**config.mk**
```make
export PLATFORM = sky130hd
export DESIGN_NAME = sstf_transmitter
export DESIGN_NICKNAME = d
export VERILOG_FILES = /design/src/inc/sstf_pkg.sv /design/src/core/sstf_sync2.sv /design/src/core/sstf_transmitter.sv
export SDC_FILE = /design/constraint.sdc
export NUM_CORES = 1
export LEC_CHECK = 0
export ABC_AREA = 1
export BUFFER_PORTS_ARGS = -buffer_cell sky130_fd_sc_hd__buf_2
export CORE_AREA = 4 4 102 104
export DETAILED_ROUTE_END_ITERATION = 6
export DIE_AREA = 0 0 106 108
export PLACE_DENSITY_LB_ADDON = 0.05
export SKIP_LAST_GASP = 1
export SLEW_MARGIN = 20
export SYNTH_ARGS = -nofsm -noshare
export SYNTH_HDL_FRONTEND = slang
export SYNTH_SLANG_ARGS = --single-unit
```
**constraint.sdc**
```tcl
create_clock -name ref_clk_in -period 2.2 [get_ports ref_clk_in]
set_input_delay 0.22 -clock ref_clk_in [delete_from_list [all_inputs] [get_ports ref_clk_in]]
set_output_delay 0.22 -clock ref_clk_in [all_outputs]
set_load 0.05 [all_outputs]
```
**src/inc/sstf_pkg.sv**
```systemverilog
// Constants and types shared by the synchronous fill transmitter.
package sstf_pkg;
	// Clock rate and the program master reset pulse length.
	localparam int unsigned CLK_HZ = 20_000_000;
	localparam int unsigned MRST_NS = 3000;
	localparam int unsigned MRST_CYC =
		(MRST_NS * (CLK_HZ / 1_000_000) + 999) / 1000;
	localparam int unsigned MRST_W = 7;

	// Register byte offsets on the APB.
	localparam logic [7:0] RXST_OFS = 8'h00;
	localparam logic [7:0] PARM_OFS = 8'h04;
	localparam logic [7:0] TXST_OFS = 8'h08;
	localparam logic [7:0] TXBUF_OFS = 8'h0c;

	// Field positions in receive_status_reg.
	localparam int unsigned RXS_SRCH = 0;
	localparam int unsigned RXS_DTR = 1;
	localparam int unsigned RXS_RTS = 2;
	localparam int unsigned RXS_SECTX = 3;
	localparam int unsigned RXS_RING = 8;
	localparam int unsigned RXS_CTS = 9;
	localparam int unsigned RXS_CAR = 10;
	localparam int unsigned RXS_DSR = 11;
	localparam int unsigned RXS_SECRX = 12;

	// Field positions in line_parameter_reg.
	localparam int unsigned PAR_LEN_LSB = 8;
	localparam int unsigned PAR_PEN = 10;
	localparam int unsigned PAR_PODD = 11;
	localparam int unsigned PAR_ISO = 12;

	// Field positions in transmit_status_reg.
	localparam int unsigned TXS_SEND = 0;
	localparam int unsigned TXS_DONE_IE = 1;
	localparam int unsigned TXS_FILL_IE = 2;
	localparam int unsigned TXS_DONE = 7;
	localparam int unsigned TXS_MRST = 8;
	localparam int unsigned TXS_NODATA = 9;
	localparam int unsigned TXS_BUSY = 10;

	// Reset values, character framing and widths.
	localparam logic [7:0] SYNC_RST = 8'hff;
	localparam logic [3:0] LEN_BASE = 4'h5;
	localparam int unsigned FRAME_W = 11;
	localparam int unsigned CNT_W = 4;
	localparam int unsigned N_SYNC_IN = 6;

	// Transmitter sequencing states.
	typedef enum logic [0:0] {
		TX_IDLE,
		TX_RUN
	} sstf_tx_state_t;
endpackage : sstf_pkg

```
**src/core/sstf_sync2.sv**
```systemverilog
// Two-stage synchroniser for inputs from outside the clock domain.
module sstf_sync2 #(
	parameter int unsigned W = 1
) (
	input wire logic ref_clk_in,
	input wire logic reset_in,
	input wire logic ce_in,
	input wire logic [W-1:0] d_in,
	output logic [W-1:0] q_out
);
	logic [W-1:0] meta_r;

	// The first stage feeds only the second stage.
	always_ff @(posedge ref_clk_in) begin
		if (reset_in) begin
			meta_r <= '0;
			q_out <= '0;
		end else if (ce_in) begin
			meta_r <= d_in;
			q_out <= meta_r;
		end
	end
endmodule : sstf_sync2

```
**src/core/sstf_transmitter.sv**
```systemverilog
// Synchronous serial transmitter with sync fill, modem lines and APB.
//
// Chosen here: the address map and the APB register port.
module sstf_transmitter (
	input wire logic ref_clk_in,
	input wire logic reset_in,
	input wire logic ce_in,
	input wire logic psel_in,
	input wire logic penable_in,
	input wire logic pwrite_in,
	input wire logic [7:0] paddr_in,
	input wire logic [31:0] pwdata_in,
	output logic [31:0] prdata_out,
	output logic pready_out,
	output logic pslverr_out,
	input wire logic tx_clk_in,
	input wire logic ring_in,
	input wire logic clear_send_line_in,
	input wire logic carrier_in,
	input wire logic data_set_ready_in,
	input wire logic supervisory_rx_line_in,
	output logic tx_serial_out,
	output logic dtr_out,
	output logic request_send_line_out,
	output logic supervisory_tx_line_out,
	output logic sync_search_enable_out,
	output logic [sstf_pkg::FRAME_W-4:0] sync_match_char_out,
	output logic irq_out
);
	import sstf_pkg::*;

	logic [N_SYNC_IN-1:0] sin_w;
	logic lclk_s, ring_s, cts_s, car_s, dsr_s, secrx_s;
	logic lclk_d_r;
	logic fall_w;
	logic clr_w;
	logic [MRST_W-1:0] mrst_cnt_r;
	logic acc_w, xfer_w, hit_w, wr_w;
	logic [31:0] rd_w;
	logic rts_r, sectx_r;
	logic [1:0] len_r;
	logic pen_r, podd_r, iso_r;
	logic send_r, tdie_r, fie_r;
	logic [7:0] buf_r;
	logic buf_full_r;
	logic wr_buf_w;
	sstf_tx_state_t state_r;
	logic [FRAME_W-1:0] sh_r;
	logic [CNT_W-1:0] bits_r;
	logic done_r, nodata_r;
	logic bound_w, load_buf_w, load_fill_w, go_idle_w;
	logic [7:0] ld_char_w;
	logic [FRAME_W-1:0] frame_w;

	// Frame a character: data LSB first, parity, optional start and stop.
	function automatic logic [FRAME_W-1:0] sstf_frame(
		input logic [7:0] d, input logic [1:0] lc,
		input logic pe, input logic po, input logic iso);
		logic [FRAME_W-1:0] f;
		logic p;
		int n;
		f = '0;
		p = po;
		n = int'(LEN_BASE) + int'(lc);
		for (int i = 0; i < 8; i++) begin
			if (i < n) begin
				f[i] = d[i];
				p = p ^ d[i];
			end
		end
		if (pe) begin
			f[n] = p;
			n = n + 1;
		end
		if (iso) begin
			f = {f[FRAME_W-2:0], 1'b0};
			f[n + 1] = 1'b1;
		end
		return f;
	endfunction : sstf_frame

	// Number of line bits in one framed character.
	function automatic logic [CNT_W-1:0] sstf_nbits(
		input logic [1:0] lc, input logic pe, input logic iso);
		return LEN_BASE + {2'h0, lc} + {3'h0, pe} + (iso ? 4'h2 : 4'h0);
	endfunction : sstf_nbits

	// Link clock and modem status lines are brought into this domain.
	assign sin_w = {tx_clk_in, ring_in, clear_send_line_in, carrier_in,
		data_set_ready_in, supervisory_rx_line_in};
	sstf_sync2 #(
		.W(N_SYNC_IN)
	) u_sync (
		.ref_clk_in(ref_clk_in),
		.reset_in(reset_in),
		.ce_in(ce_in),
		.d_in(sin_w),
		.q_out({lclk_s, ring_s, cts_s, car_s, dsr_s, secrx_s})
	);

	// Falling link clock edges move the transmit line.
	always_ff @(posedge ref_clk_in) begin
		if (reset_in) begin
			lclk_d_r <= 1'b0;
		end else if (ce_in) begin
			lclk_d_r <= lclk_s;
		end
	end
	assign fall_w = ce_in & lclk_d_r & ~lclk_s;

	// Program master reset holds the clear for a fixed pulse.
	always_ff @(posedge ref_clk_in) begin
		if (reset_in) begin
			mrst_cnt_r <= '0;
		end else if (ce_in) begin
			if (wr_w && paddr_in == TXST_OFS && pwdata_in[TXS_MRST]) begin
				mrst_cnt_r <= MRST_W'(MRST_CYC);
			end else if (mrst_cnt_r != '0) begin
				mrst_cnt_r <= mrst_cnt_r - 1'b1;
			end
		end
	end
	assign clr_w = reset_in | (mrst_cnt_r != '0);

	// APB decode; one wait state, no answer while the clear is active.
	assign acc_w = psel_in & penable_in;
	assign xfer_w = ce_in & acc_w & pready_out;
	assign hit_w = paddr_in == RXST_OFS || paddr_in == PARM_OFS ||
		paddr_in == TXST_OFS || paddr_in == TXBUF_OFS;
	assign wr_w = xfer_w & pwrite_in & hit_w;
	assign wr_buf_w = wr_w & (paddr_in == TXBUF_OFS);

	// Read data assembly; reserved bits read as zero.
	always_comb begin
		rd_w = '0;
		case (paddr_in)
			RXST_OFS: begin
				rd_w[RXS_SRCH] = sync_search_enable_out;
				rd_w[RXS_DTR] = dtr_out;
				rd_w[RXS_RTS] = rts_r;
				rd_w[RXS_SECTX] = sectx_r;
				rd_w[RXS_RING] = ring_s;
				rd_w[RXS_CTS] = cts_s;
				rd_w[RXS_CAR] = car_s;
				rd_w[RXS_DSR] = dsr_s;
				rd_w[RXS_SECRX] = secrx_s;
			end
			PARM_OFS: begin
				rd_w[7:0] = sync_match_char_out;
				rd_w[PAR_LEN_LSB +: 2] = len_r;
				rd_w[PAR_PEN] = pen_r;
				rd_w[PAR_PODD] = podd_r;
				rd_w[PAR_ISO] = iso_r;
			end
			TXST_OFS: begin
				rd_w[TXS_SEND] = send_r;
				rd_w[TXS_DONE_IE] = tdie_r;
				rd_w[TXS_FILL_IE] = fie_r;
				rd_w[TXS_DONE] = done_r;
				rd_w[TXS_NODATA] = nodata_r;
				rd_w[TXS_BUSY] = state_r == TX_RUN;
			end
			TXBUF_OFS: rd_w[7:0] = buf_r;
			default: rd_w = '0;
		endcase
	end

	// APB answer registers.
	always_ff @(posedge ref_clk_in) begin
		if (reset_in) begin
			pready_out <= 1'b0;
			pslverr_out <= 1'b0;
			prdata_out <= '0;
		end else if (ce_in) begin
			pready_out <= 1'b0;
			if (acc_w && !pready_out && mrst_cnt_r == '0) begin
				pready_out <= 1'b1;
				pslverr_out <= ~hit_w;
				prdata_out <= (pwrite_in || !hit_w) ? 32'h0 : rd_w;
			end
		end
	end

	// Modem control and receiver control bits.
	always_ff @(posedge ref_clk_in) begin
		if (clr_w) begin
			sync_search_enable_out <= 1'b0;
			dtr_out <= 1'b0;
			rts_r <= 1'b0;
			sectx_r <= 1'b0;
		end else if (wr_w && paddr_in == RXST_OFS) begin
			sync_search_enable_out <= pwdata_in[RXS_SRCH];
			dtr_out <= pwdata_in[RXS_DTR];
			rts_r <= pwdata_in[RXS_RTS];
			sectx_r <= pwdata_in[RXS_SECTX];
		end
	end

	// Modem line drivers; request to send needs carrier and terminal ready.
	always_ff @(posedge ref_clk_in) begin
		if (clr_w) begin
			request_send_line_out <= 1'b0;
			supervisory_tx_line_out <= 1'b0;
		end else if (ce_in) begin
			request_send_line_out <= dtr_out & rts_r & car_s;
			supervisory_tx_line_out <= sectx_r;
		end
	end

	// Line parameters and the shared sync character.
	always_ff @(posedge ref_clk_in) begin
		if (clr_w) begin
			sync_match_char_out <= SYNC_RST;
			len_r <= 2'h0;
			pen_r <= 1'b0;
			podd_r <= 1'b0;
			iso_r <= 1'b0;
		end else if (wr_w && paddr_in == PARM_OFS) begin
			sync_match_char_out <= pwdata_in[7:0];
			len_r <= pwdata_in[PAR_LEN_LSB +: 2];
			pen_r <= pwdata_in[PAR_PEN];
			podd_r <= pwdata_in[PAR_PODD];
			iso_r <= pwdata_in[PAR_ISO];
		end
	end

	// Transmit control bits.
	always_ff @(posedge ref_clk_in) begin
		if (clr_w) begin
			send_r <= 1'b0;
			tdie_r <= 1'b0;
			fie_r <= 1'b0;
		end else if (wr_w && paddr_in == TXST_OFS) begin
			send_r <= pwdata_in[TXS_SEND];
			tdie_r <= pwdata_in[TXS_DONE_IE];
			fie_r <= pwdata_in[TXS_FILL_IE];
		end
	end

	// Character boundary decisions, taken on a falling link clock edge.
	assign bound_w = fall_w & (state_r == TX_IDLE || bits_r == '0);
	assign load_buf_w = bound_w & send_r & buf_full_r;
	assign load_fill_w = bound_w & send_r & ~buf_full_r &
		(state_r == TX_RUN) & ~iso_r;
	assign go_idle_w = bound_w & ~send_r & (state_r == TX_RUN);
	assign ld_char_w = load_buf_w ? buf_r : sync_match_char_out;
	// The framed character that the next load puts into the shifter.
	assign frame_w = sstf_frame(ld_char_w, len_r, pen_r, podd_r, iso_r);

	// Transmit buffer; a write in the load cycle keeps the new character.
	always_ff @(posedge ref_clk_in) begin
		if (clr_w) begin
			buf_r <= 8'h0;
			buf_full_r <= 1'b0;
		end else if (wr_buf_w) begin
			buf_r <= pwdata_in[7:0];
			buf_full_r <= 1'b1;
		end else if (load_buf_w) begin
			buf_full_r <= 1'b0;
		end
	end

	// Shift register, bit counter and line; mark when idle or paused.
	always_ff @(posedge ref_clk_in) begin
		if (clr_w) begin
			state_r <= TX_IDLE;
			sh_r <= '0;
			bits_r <= '0;
			tx_serial_out <= 1'b1;
		end else if (fall_w) begin
			case (state_r)
				TX_IDLE: begin
					if (load_buf_w) begin
						state_r <= TX_RUN;
					end
				end
				TX_RUN: begin
					if (go_idle_w) begin
						state_r <= TX_IDLE;
					end
				end
				default: state_r <= TX_IDLE;
			endcase
			if (load_buf_w || load_fill_w) begin
				sh_r <= frame_w >> 1;
				tx_serial_out <= frame_w[0];
				bits_r <= sstf_nbits(len_r, pen_r, iso_r) - 1'b1;
			end else if (state_r == TX_RUN && bits_r != '0) begin
				tx_serial_out <= sh_r[0];
				sh_r <= sh_r >> 1;
				bits_r <= bits_r - 1'b1;
			end else begin
				tx_serial_out <= 1'b1;
			end
		end
	end

	// Done sets on a buffer load, a buffer write clears it; set wins.
	always_ff @(posedge ref_clk_in) begin
		if (clr_w) begin
			done_r <= 1'b0;
		end else if (load_buf_w) begin
			done_r <= 1'b1;
		end else if (wr_buf_w) begin
			done_r <= 1'b0;
		end
	end

	// Fill flag; a status read clears only what it has shown.
	always_ff @(posedge ref_clk_in) begin
		if (clr_w) begin
			nodata_r <= 1'b0;
		end else if (load_fill_w) begin
			nodata_r <= 1'b1;
		end else if (xfer_w && !pwrite_in && paddr_in == TXST_OFS &&
			prdata_out[TXS_NODATA]) begin
			nodata_r <= 1'b0;
		end
	end

	// Bus interrupt request from flags and their enables.
	always_ff @(posedge ref_clk_in) begin
		if (clr_w) begin
			irq_out <= 1'b0;
		end else if (ce_in) begin
			irq_out <= (done_r & tdie_r) | (nodata_r & fie_r);
		end
	end
endmodule : sstf_transmitter

```
==> metrics.cfg, run 1 <==
[clock_network]
cts_tree = yes
cts-htree-levels = 3
cts_sinks = 85
postCtsHoldBufs = 0
cts.clk_slew.worst_paths_ns = 0.10
root_buffer = clkbuf_8
insertion_delay_ns = 0.36
cts_buffers = 9
clk_path_buf_depth = 2

[die]
core_area_mm2 = 0.009549
die-area_mm2 = 0.01145
start_util = 0.4743
num_io_pins = 100
dieHeight_um = 108
rows = 36
die_x_um = 106

[placed_design]
port_buffers = 61
placed_area_mm2 = 0.005254
gp_congestion = 0.8882
hpwlAfterDp_um = 9582

[drt]
dr.pass1.iters = 5
wl_per_cell_um = 14.47
drt-total-wl_um = 13010
drt_first_iter_violations = 355
viasPerCell = 5.207
vias = 4681
drtAntennaViolNets = 0
drc_errors = 0

[setup_path]
cp-end-kind = flop
r2r_start = bits_r[0]$_SDFFE_PP0P_
crit_family = simple AND/OR/NAND/NOR gates
arrival_ns = 2.59
crit_path_start_kind = flop
critPathRequiredTime_ns = 2.49
critPathCapture = sh_r[5]$_SDFFE_PP0P_
crit_slowest_cell = dfxtp_2
r2r_setup_slack_ns = -0.10
worstReg2RegEnd = sh_r[5]$_SDFFE_PP0P_
cp_num_buf_inv = 3
path_cells = inv_2 -> ha_4 -> nand2_4 -> nand2_4 -> nand4_4 -> buf_6 -> o21ai_4 -> nand3b_1 -> nand2_2 -> nand2_2 -> nand2_2 -> nand2_4 -> nand4_1 -> buf_4 -> nand4_1 -> nand3_1 -> a21oi_1
crit_type = reg -> reg
path_max_fanout = 7
path_depth = 17
slowest_delay_ns = 0.33
crit_start = bits_r[0]$_SDFFE_PP0P_
reg2reg_depth = 17

[synthesis]
ys_ff_latch = 85
synth_area_per_cell_um2 = 7.044
yosys_warnings = 0
ys_seq_area_frac = 0.3757
netlist_area_mm2 = 0.004529
async_flop_share = 0
synth_top_area_share = 0.3757
yosys_most_used_dff = dfxtp_1
synth_common_cells = nand2_1, dfxtp_1, nor2_1, inv_1, o21ai_0
netlist_top_cells_area = dfxtp_1, nand2_1, nor2_1, o21ai_0, inv_1
synth_cell_types = 47
synth_edf_count = 0
synth.largest_area_cell = dfxtp_1
synth.most_common_cell = nand2_1
syn_inst = 643

[timing]
rsz0062_at_grt = yes
drv_slew = 0
layout_setup_ws_ns = -0.1049
final-hold-violation-count = 0
finalSetupViolations = 6
hold_ws_ns = 0.08472
timing.fmax_mhz = 433.9
finalCriticalPeriod_ns = 2.305
fin_skew_ns = 0.01356
finalCritPeriodShare = 1.048

[grt]
antenna_found_initial = 0
grt_max_degree = 29
grtUsageTotal = 0.2279
grt_pass1_wl_um = 21170
grt-ovfl-total = 0
grt_pass1_vias = 4467

[final_layout]
area_growth_pct = 27.65
drive_above_1_share = 0.2950
diodes = 0
layout.nets = 824
nFillCells = 911
final_area_mm2 = 0.005782

[power_and_ir_drop]
vdd_ir_drop_max_mv = 0.4361
power_leakage_uw = 0.002547
power_density_mw_per_mm2 = 630.5

[job]
max_cap_viol_count = 0

[outcome]
status = complete, but fails checks
violations = negative setup slack

[worst_hold_path]
hp-class = in -> reg

-- cells in the final DEF, fill, tap and decap left out, types with 9 or more instances in the layout --
cell      instances
nand2_2          23
buf_2            61
buf_4            69
a21oi_1          45
dfxtp_1          83
conb_1           19
nand2_1         102
ha_1              9
inv_1            65
nand3_1          23
clkbuf_8         10
nor2_2           10
nor2_1           68
nand4_1          13
o21ai_0          50
o211ai_1         14
-- worst min path at each step --
stage / slack, ns / to / cells past startpoint / startpoint
6_report: 0.08 / u_sync.meta_r[5]$_SDFFE_PP0P_ / 3 / tx_clk_in
5_1_grt: 0.09 / u_sync.meta_r[0]$_SDFFE_PP0P_ / 3 / supervisory_rx_line_in
4_1_cts: 0.08 / u_sync.meta_r[5]$_SDFFE_PP0P_ / 3 / tx_clk_in
3_5_place_dp: 0.45 / mrst_cnt_r[6]$_SDFFE_PP0P_ / 2 / mrst_cnt_r[6]$_SDFFE_PP0P_
3_3_place_gp: 0.44 / u_sync.meta_r[2]$_SDFFE_PP0P_ / 3 / carrier_in
2_1_floorplan: 0.35 / u_sync.meta_r[0]$_SDFFE_PP0P_ / 2 / supervisory_rx_line_in
-- area by class of cell --
cell class	count	area, um^2	share of cell area
inverter	75	286.5	0.04956
sequential	85	1704	0.2947
tap	133	166.4	0.02878
multi-input combinational	455	2552	0.4415
timing repair buffer	135	888.4	0.1536
clock buffer	10	137.6	0.02380
clock inverter	6	46.29	0.008007
-- flip-flops by register name, summed over array words and instances, names as in the netlist, 2 cells and up --
| signal | count |
|---|---|
| prdata_out | 13 |
| sh_r | 10 |
| buf_r | 8 |
| sync_match_char_out | 8 |
| mrst_cnt_r | 7 |
| u_sync.meta_r | 6 |
| u_sync.q_out | 6 |
| bits_r | 4 |
| len_r | 2 |
-- power breakdown --
part | total [uW] | switching (uW) | internal [uW]
clock network | 1070 | 622 | 448
logic | 905 | 622 | 283
registers | 1670 | 56.0 | 1620
total | 3650 | 1300 | 2350
-- stage by stage --
step	total power (uW)	cells	setup TNS (ns)	setup slack, ns	util
finish	3646	899	-0.2369	-0.1049	0.6055
global route	3857	899	-1.518	-0.2847	0.6055
CTS	3661	888	-0.04790	-0.04704	0.5828
detailed placement	2597	867	-1.778	-0.2251	0.5502
global placement	2582	867	-0.8285	-0.1423	0.5502
floorplan	2341	661	0	0.08738	-
-- cell families (layout without fill, tap and decap cells) --
kind of cell	Yosys count	after routing	share of synthesized area
compound gates	150	150	0.1948
xor+xnor	4	4	0.007736
fa+ha+maj	11	11	0.03204
buf+inv	121	226	0.1202
flops	85	85	0.3757
other cells	1	19	0.0008279
simple gates	271	271	0.2688
-- what timing repair did --
action,in CTS,in global routing
gates resized for setup,28,42
buffers inserted,3,11
cloned,2,0
setup endpoints to repair,14,21
pin swaps,10,26
endpoints found under the hold margin,0,0
-- worst register-to-register path, stage by stage (launching register included) --
cell	delay [ns]
dfxtp_2	0.33
inv_2	0.07
ha_4	0.15
nand2_4	0.07
nand2_4	0.09
nand4_4	0.13
buf_6	0.18
o21ai_4	0.16
nand3b_1	0.19
nand2_2	0.07
nand2_2	0.09
nand2_2	0.08
nand2_4	0.10
nand4_1	0.12
buf_4	0.16
nand4_1	0.06
nand3_1	0.08
a21oi_1	0.12
-- layer usage --
| metal | GRT usage | share of wire | vias to the layer above |
|---|---|---|---|
| li1 | - | - | 2341 |
| met1 | 0.2966 | 0.46 | 2164 |
| met2 | 0.3798 | 0.47 | 147 |
| met3 | 0.04896 | 0.052 | 29 |
| met4 | 0.07216 | 0.021 | 0 |
| met5 | 0 | 0 | - |
Power figures use the tool's default switching activity.
==> run 2, diff against run 1 <==
--- a/config.mk
+++ b/config.mk
@@ -7,9 +7,10 @@
 export LEC_CHECK = 0
 export ABC_AREA = 1
 export BUFFER_PORTS_ARGS = -buffer_cell sky130_fd_sc_hd__buf_2
-export CORE_AREA = 4 4 102 104
+export CORE_AREA = 4 4 101 103
 export DETAILED_ROUTE_END_ITERATION = 6
-export DIE_AREA = 0 0 106 108
+export DIE_AREA = 0 0 105 107
+export HOLD_SLACK_MARGIN = 0.02
 export PLACE_DENSITY_LB_ADDON = 0.05
 export SKIP_LAST_GASP = 1
 export SLEW_MARGIN = 20
==> constraint.sdc (replaced) <==
create_clock -name ref_clk_in -period 2.3 [get_ports ref_clk_in]
set_input_delay 0.23 -clock ref_clk_in [delete_from_list [all_inputs] [get_ports ref_clk_in]]
set_output_delay 0.23 -clock ref_clk_in [all_outputs]
set_load 0.05 [all_outputs]
==> metrics.cfg, run 2 (synthesized netlist as in run 1, its figures left out) <==
[setup_path]
crit_family = simple AND/OR/NAND/NOR gates
arrival_ns = 2.75
r2r_setup_slack_ns = -0.20
crit_slowest_cell = dfxtp_2
cp-end-kind = flop
reg2reg_depth = 20
worstReg2RegEnd = sh_r[6]$_SDFFE_PP0P_
r2r_start = bits_r[0]$_SDFFE_PP0P_
cp_num_buf_inv = 4
path_depth = 20
slowest_delay_ns = 0.34
critPathRequiredTime_ns = 2.55
crit_path_start_kind = flop
path_cells = inv_2 -> ha_4 -> nand2_4 -> nand2_4 -> nand4_4 -> buf_12 -> buf_16 -> nand2_2 -> o21ai_4 -> nand2_2 -> nand3b_1 -> nand2_2 -> nand2_4 -> nand2_2 -> nand2_4 -> buf_4 -> nand4_1 -> nand4_1 -> nand3_1 -> a21oi_1
crit_type = reg -> reg
path_max_fanout = 7

[grt]
grt_pass1_vias = 4456
grtUsageTotal = 0.2347
antenna_found_initial = 0
grt-ovfl-total = 0
grt_max_degree = 29
grt_pass1_wl_um = 21320

[drt]
dr.pass1.iters = 4
drt-total-wl_um = 13470
viasPerCell = 5.298
drt_first_iter_violations = 234
vias = 4641
drc_errors = 0
wl_per_cell_um = 15.37
drtAntennaViolNets = 0

[final_layout]
top_register = prdata_out
layout.nets = 823
diodes = 0
largest_reg_flops = 13
top_regs = prdata_out x13, sh_r x10
area_growth_pct = 29.81
most-common-layout-cells = nand2_1, dfxtp_1, nor2_1, buf_4, inv_1
drive_above_1_share = 0.2928
final_common_cell = nand2_1

[power_and_ir_drop]
power_density_mw_per_mm2 = 602.8
clockPowerShare = 0.314
p_comb_frac = 0.235
intPower_uw = 2327
vdd_ir_drop_max_mv = 0.3232
p_sw_frac = 0.3435
p_seq_frac = 0.451
p_sw_uw = 1217
power_uw = 3544
power_leakage_uw = 0.002611

[timing]
worstMarginPinSlew_ns = 0.5231
timing.fmax_mhz = 400.3
final-hold-violation-count = 0
layout_setup_ws_ns = -0.1982
rsz0062_at_grt = yes
finalCritPeriodShare = 1.086
fin_skew_ns = 0.01074
drv_slew = 0
finalSetupViolations = 10
slew_headroom = 0.6508
finalCriticalPeriod_ns = 2.498
hold_ws_ns = 0.09133

[die]
num_io_pins = 100
dieHeight_um = 107
core_area_mm2 = 0.009196
rows = 35
die_x_um = 105
die-area_mm2 = 0.01124
start_util = 0.4925

[clock_network]
root_buffer = clkbuf_8
cts_buffers = 9
insertion_delay_ns = 0.36
cts-htree-levels = 3
cts_sinks = 85
clk_path_buf_depth = 2
cts.clk_slew.worst_paths_ns = 0.10
cts_tree = yes

[worst_hold_path]
min-delay-start = clear_send_line_in
min_to = u_sync.meta_r[3]$_SDFFE_PP0P_
hp-class = in -> reg
hold_depth = 3

[placed_design]
port_buffers = 61
hpwlAfterDp_um = 9633
detailedPlace.worstSlack_ns = -0.1623
gp_congestion = 0.8760

[outcome]
violations = negative setup slack
status = complete, but fails checks

[job]
max_cap_viol_count = 0

## run 2: worst reg2reg max path: stages, from the launching register on
cell and delay (ns):
dfxtp_2 0.34, inv_2 0.08, ha_4 0.16, nand2_4 0.07
nand2_4 0.08, nand4_4 0.11, buf_12 0.17, buf_16 0.13
nand2_2 0.08, o21ai_4 0.06, nand2_2 0.07, nand3b_1 0.14
nand2_2 0.12, nand2_4 0.06, nand2_2 0.09, nand2_4 0.08
buf_4 0.14, nand4_1 0.11, nand4_1 0.10, nand3_1 0.12
a21oi_1 0.06
## run 2: worst max path at each step
| stage | from | end |
|---|---|---|
| final | bits_r[0]$_SDFFE_PP0P_ | sh_r[6]$_SDFFE_PP0P_ |
| after global routing | bits_r[0]$_SDFFE_PP0P_ | sh_r[6]$_SDFFE_PP0P_ |
| after CTS | bits_r[0]$_SDFFE_PP0P_ | sh_r[4]$_SDFFE_PP0P_ |
| after detailed placement | bits_r[0]$_SDFFE_PP0P_ | sh_r[4]$_SDFFE_PP0P_ |
| after global placement | bits_r[0]$_SDFFE_PP0P_ | sh_r[4]$_SDFFE_PP0P_ |
| after floorplan | bits_r[0]$_SDFFE_PP0P_ | sh_r[4]$_SDFFE_PP0P_ |
## run 2: layer usage
layer	GRT usage	part of all wire	vias to the layer above
met5	0	0	-
met1	0.3012	0.44	2170
met3	0.03853	0.053	24
met4	0.08810	0.022	0
met2	0.3969	0.48	115
li1	-	-	2332
## run 2: stage by stage
stage	cells	instance area [um^2]	setup TNS, ns	util
after floorplan	661	4597	0	-
after global placement	832	5141	-0.1478	0.5590
after detailed placement	832	5141	-0.9247	0.5590
after CTS	865	5695	-0.03880	0.6193
after global routing	876	5879	-3.046	0.6393
final	876	5879	-0.9452	0.6393
## run 2: layout make-up
cell class	count	area, um^2
tap	111	138.9
clock buffer	12	145.1
sequential	85	1704
clock inverter	4	55.05
inverter	75	286.5
fill	842	3317
timing repair buffer	132	944.7
timing repair inverter	2	10.01
multi-input combinational	455	2595
## run 2: power groups by stage
| stage | registers (uW) | logic, uW | clock network (uW) |
|---|---|---|---|
| 4_1_cts | 1600 | 828 | 1130 |
| 6_report | 1600 | 832 | 1110 |
| 3_3_place_gp | 1630 | 801 | 0 |
| 5_1_grt | 1610 | 930 | 1190 |
| 3_5_place_dp | 1630 | 823 | 0 |
| 2_1_floorplan | 1640 | 599 | 0 |
## run 2: what timing repair did
item                       in CTS  in global routing
pin swaps                      14                 25
gates cloned                    3                  2
gates resized for setup        45                 32
hold buffers                    0                  0
buffers inserted               14                  9
setup endpoints to repair      15                 15
==> run 3, diff against run 2 <==
--- a/config.mk
+++ b/config.mk
@@ -7,9 +7,9 @@
 export LEC_CHECK = 0
 export ABC_AREA = 1
 export BUFFER_PORTS_ARGS = -buffer_cell sky130_fd_sc_hd__buf_2
-export CORE_AREA = 4 4 101 103
+export CORE_AREA = 4 4 96 98
 export DETAILED_ROUTE_END_ITERATION = 6
-export DIE_AREA = 0 0 105 107
+export DIE_AREA = 0 0 100 102
 export HOLD_SLACK_MARGIN = 0.02
 export PLACE_DENSITY_LB_ADDON = 0.05
 export SKIP_LAST_GASP = 1
==> constraint.sdc (replaced) <==
create_clock -name ref_clk_in -period 2.7 [get_ports ref_clk_in]
set_input_delay 0.27 -clock ref_clk_in [delete_from_list [all_inputs] [get_ports ref_clk_in]]
set_output_delay 0.27 -clock ref_clk_in [all_outputs]
set_load 0.05 [all_outputs]
==> metrics.cfg, run 3 (synthesized netlist as in run 1, its figures left out) <==
[drt]
vias = 4401
viasPerCell = 5.380
drt_first_iter_violations = 249
dr.pass1.iters = 5
drt-total-wl_um = 12170
drc_errors = 0
wl_per_cell_um = 14.88
drtAntennaViolNets = 0

[outcome]
status = completed

[power_and_ir_drop]
power_density_mw_per_mm2 = 559.9
power_leakage_uw = 0.002300
clockPowerShare = 0.301
intPower_uw = 1898
p_comb_frac = 0.233
vdd_ir_drop_max_mv = 0.2557
p_sw_frac = 0.3500
p_sw_uw = 1022
p_seq_frac = 0.466

[grt]
grt_max_degree = 29
grtUsageTotal = 0.2428
antenna_found_initial = 0
grt_pass1_vias = 4054
grt-ovfl-total = 0
grt_pass1_wl_um = 19850

[die]
rows = 34
die_x_um = 100
dieHeight_um = 102
core_area_mm2 = 0.008466
start_util = 0.5350
die-area_mm2 = 0.01020
num_io_pins = 100

[setup_path]
r2r_setup_slack_ns = 0.15
crit_type = reg -> reg
path_max_fanout = 7
critPathMostFrequentCell = nand2_1
r2r_start = bits_r[0]$_SDFFE_PP0P_
path_cells = inv_2 -> ha_2 -> nand2_2 -> nand2_4 -> nand4_4 -> buf_12 -> nand2_1 -> nand3_2 -> nand2_1 -> nand2_1 -> nand2_1 -> inv_1 -> nor2_2 -> nand3_4 -> nand4_1 -> nand3_1 -> nand2_1 -> nor2_1 -> nor2_1 -> nor2_1
crit_path_start_kind = flop
slowest_delay_ns = 0.33
critPathRequiredTime_ns = 2.94
crit_slowest_cell = dfxtp_1
cp-end-kind = flop
worstReg2RegEnd = sh_r[4]$_SDFFE_PP0P_
arrival_ns = 2.78
reg2reg_depth = 20

[final_layout]
layout.nets = 768
diodes = 0
top_regs = prdata_out x13, sh_r x10
area_growth_pct = 15.11
most-common-layout-cells = nand2_1, dfxtp_1, nor2_1, inv_1, buf_2
final_common_cell = nand2_1
largest_reg_flops = 13
finish.utilization = 0.6159
top_register = prdata_out
drive_above_1_share = 0.1901

[clock_network]
insertion_delay_ns = 0.36
postCtsHoldBufs = 0
cts_buffers = 9
cts_sinks = 85
cts.clk_slew.worst_paths_ns = 0.09
clk_path_buf_depth = 2
cts-htree-levels = 3
root_buffer = clkbuf_8
cts_tree = yes

[timing]
hold_ws_ns = 0.1283
timing.fmax_mhz = 392.6
finalCritPeriodShare = 0.9434
drv_slew = 0
fin_skew_ns = 0.008941
finalCriticalPeriod_ns = 2.547
final-hold-violation-count = 0
finalSetupViolations = 0
setup-tns-final_ns = 0

[worst_hold_path]
min-delay-start = clear_send_line_in
min_to = u_sync.meta_r[3]$_SDFFE_PP0P_
hp-class = in -> reg
hold_depth = 3

[job]
max_cap_viol_count = 0

[placed_design]
hpwlAfterDp_um = 9046
port_buffers = 61
gp_congestion = 0.9002

-- run 3: worst max-delay path by stage --
stage	startpoint	to	slack (ns)	depth (start not counted)
global placement	bits_r[0]$_SDFFE_PP0P_	sh_r[4]$_SDFFE_PP0P_	0.23	20
detailed placement	bits_r[0]$_SDFFE_PP0P_	sh_r[4]$_SDFFE_PP0P_	0.15	20
floorplan	bits_r[0]$_SDFFE_PP0P_	sh_r[4]$_SDFFE_PP0P_	0.59	20
CTS	bits_r[0]$_SDFFE_PP0P_	sh_r[4]$_SDFFE_PP0P_	0.12	20
finish	bits_r[0]$_SDFFE_PP0P_	sh_r[4]$_SDFFE_PP0P_	0.15	20
global route	bits_r[0]$_SDFFE_PP0P_	sh_r[4]$_SDFFE_PP0P_	-0.02	20
-- run 3: area by class of cell --
cell class                      count  area (um^2)
Clock buffer                       11        151.4
Clock inverter                      5        43.79
Fill cell                         818         3252
Inverter                           75        282.8
Multi-Input combinational cell    455         2411
Sequential cell                    85         1702
Tap cell                          108        135.1
Timing Repair Buffer               79        488.0
-- run 3: metal layers --
metal | routed length, um | vias to the layer above | global-route usage
met5 | 0 | - | 0
met4 | 305 | 0 | 0.09534
met3 | 560 | 23 | 0.04573
met2 | 5627 | 110 | 0.3751
met1 | 5679 | 2042 | 0.3373
li1 | - | 2226 | -
-- run 3: timing repair --
item,in CTS,in global routing
setup buffers,0,1
endpoints found under the setup margin,0,14
resized for setup,0,18
-- run 3: metrics by stage --
stage | area, um^2 | worst slack, ns | std cells | total power [uW]
3_3_place_gp | 4900 | 0.2266 | 799 | 2049
2_1_floorplan | 4597 | 0.5874 | 661 | 1908
5_1_grt | 5214 | -0.02411 | 818 | 3074
3_5_place_dp | 4900 | 0.1527 | 799 | 2066
4_1_cts | 5095 | 0.1188 | 815 | 2941
6_report | 5214 | 0.1528 | 818 | 2919
-- run 3: power by group through the flow --
| stage | registers, uW | clock network [uW] | logic, uW |
|---|---|---|---|
| 3_3_place_gp | 1390 | 0 | 661 |
| 4_1_cts | 1360 | 901 | 679 |
| 5_1_grt | 1370 | 946 | 759 |
| 6_report | 1360 | 879 | 679 |
| 2_1_floorplan | 1400 | 0 | 510 |
| 3_5_place_dp | 1390 | 0 | 676 |
-- run 3: worst max-delay path, delay by kind of cell, from the launching register on --
kind / cells / cell delay (ns)
AND/OR/NAND/NOR: 16 / 1.59
buffers and inverters: 3 / 0.31
flip-flops: 1 / 0.33
adder cells (fa/ha/maj): 1 / 0.20
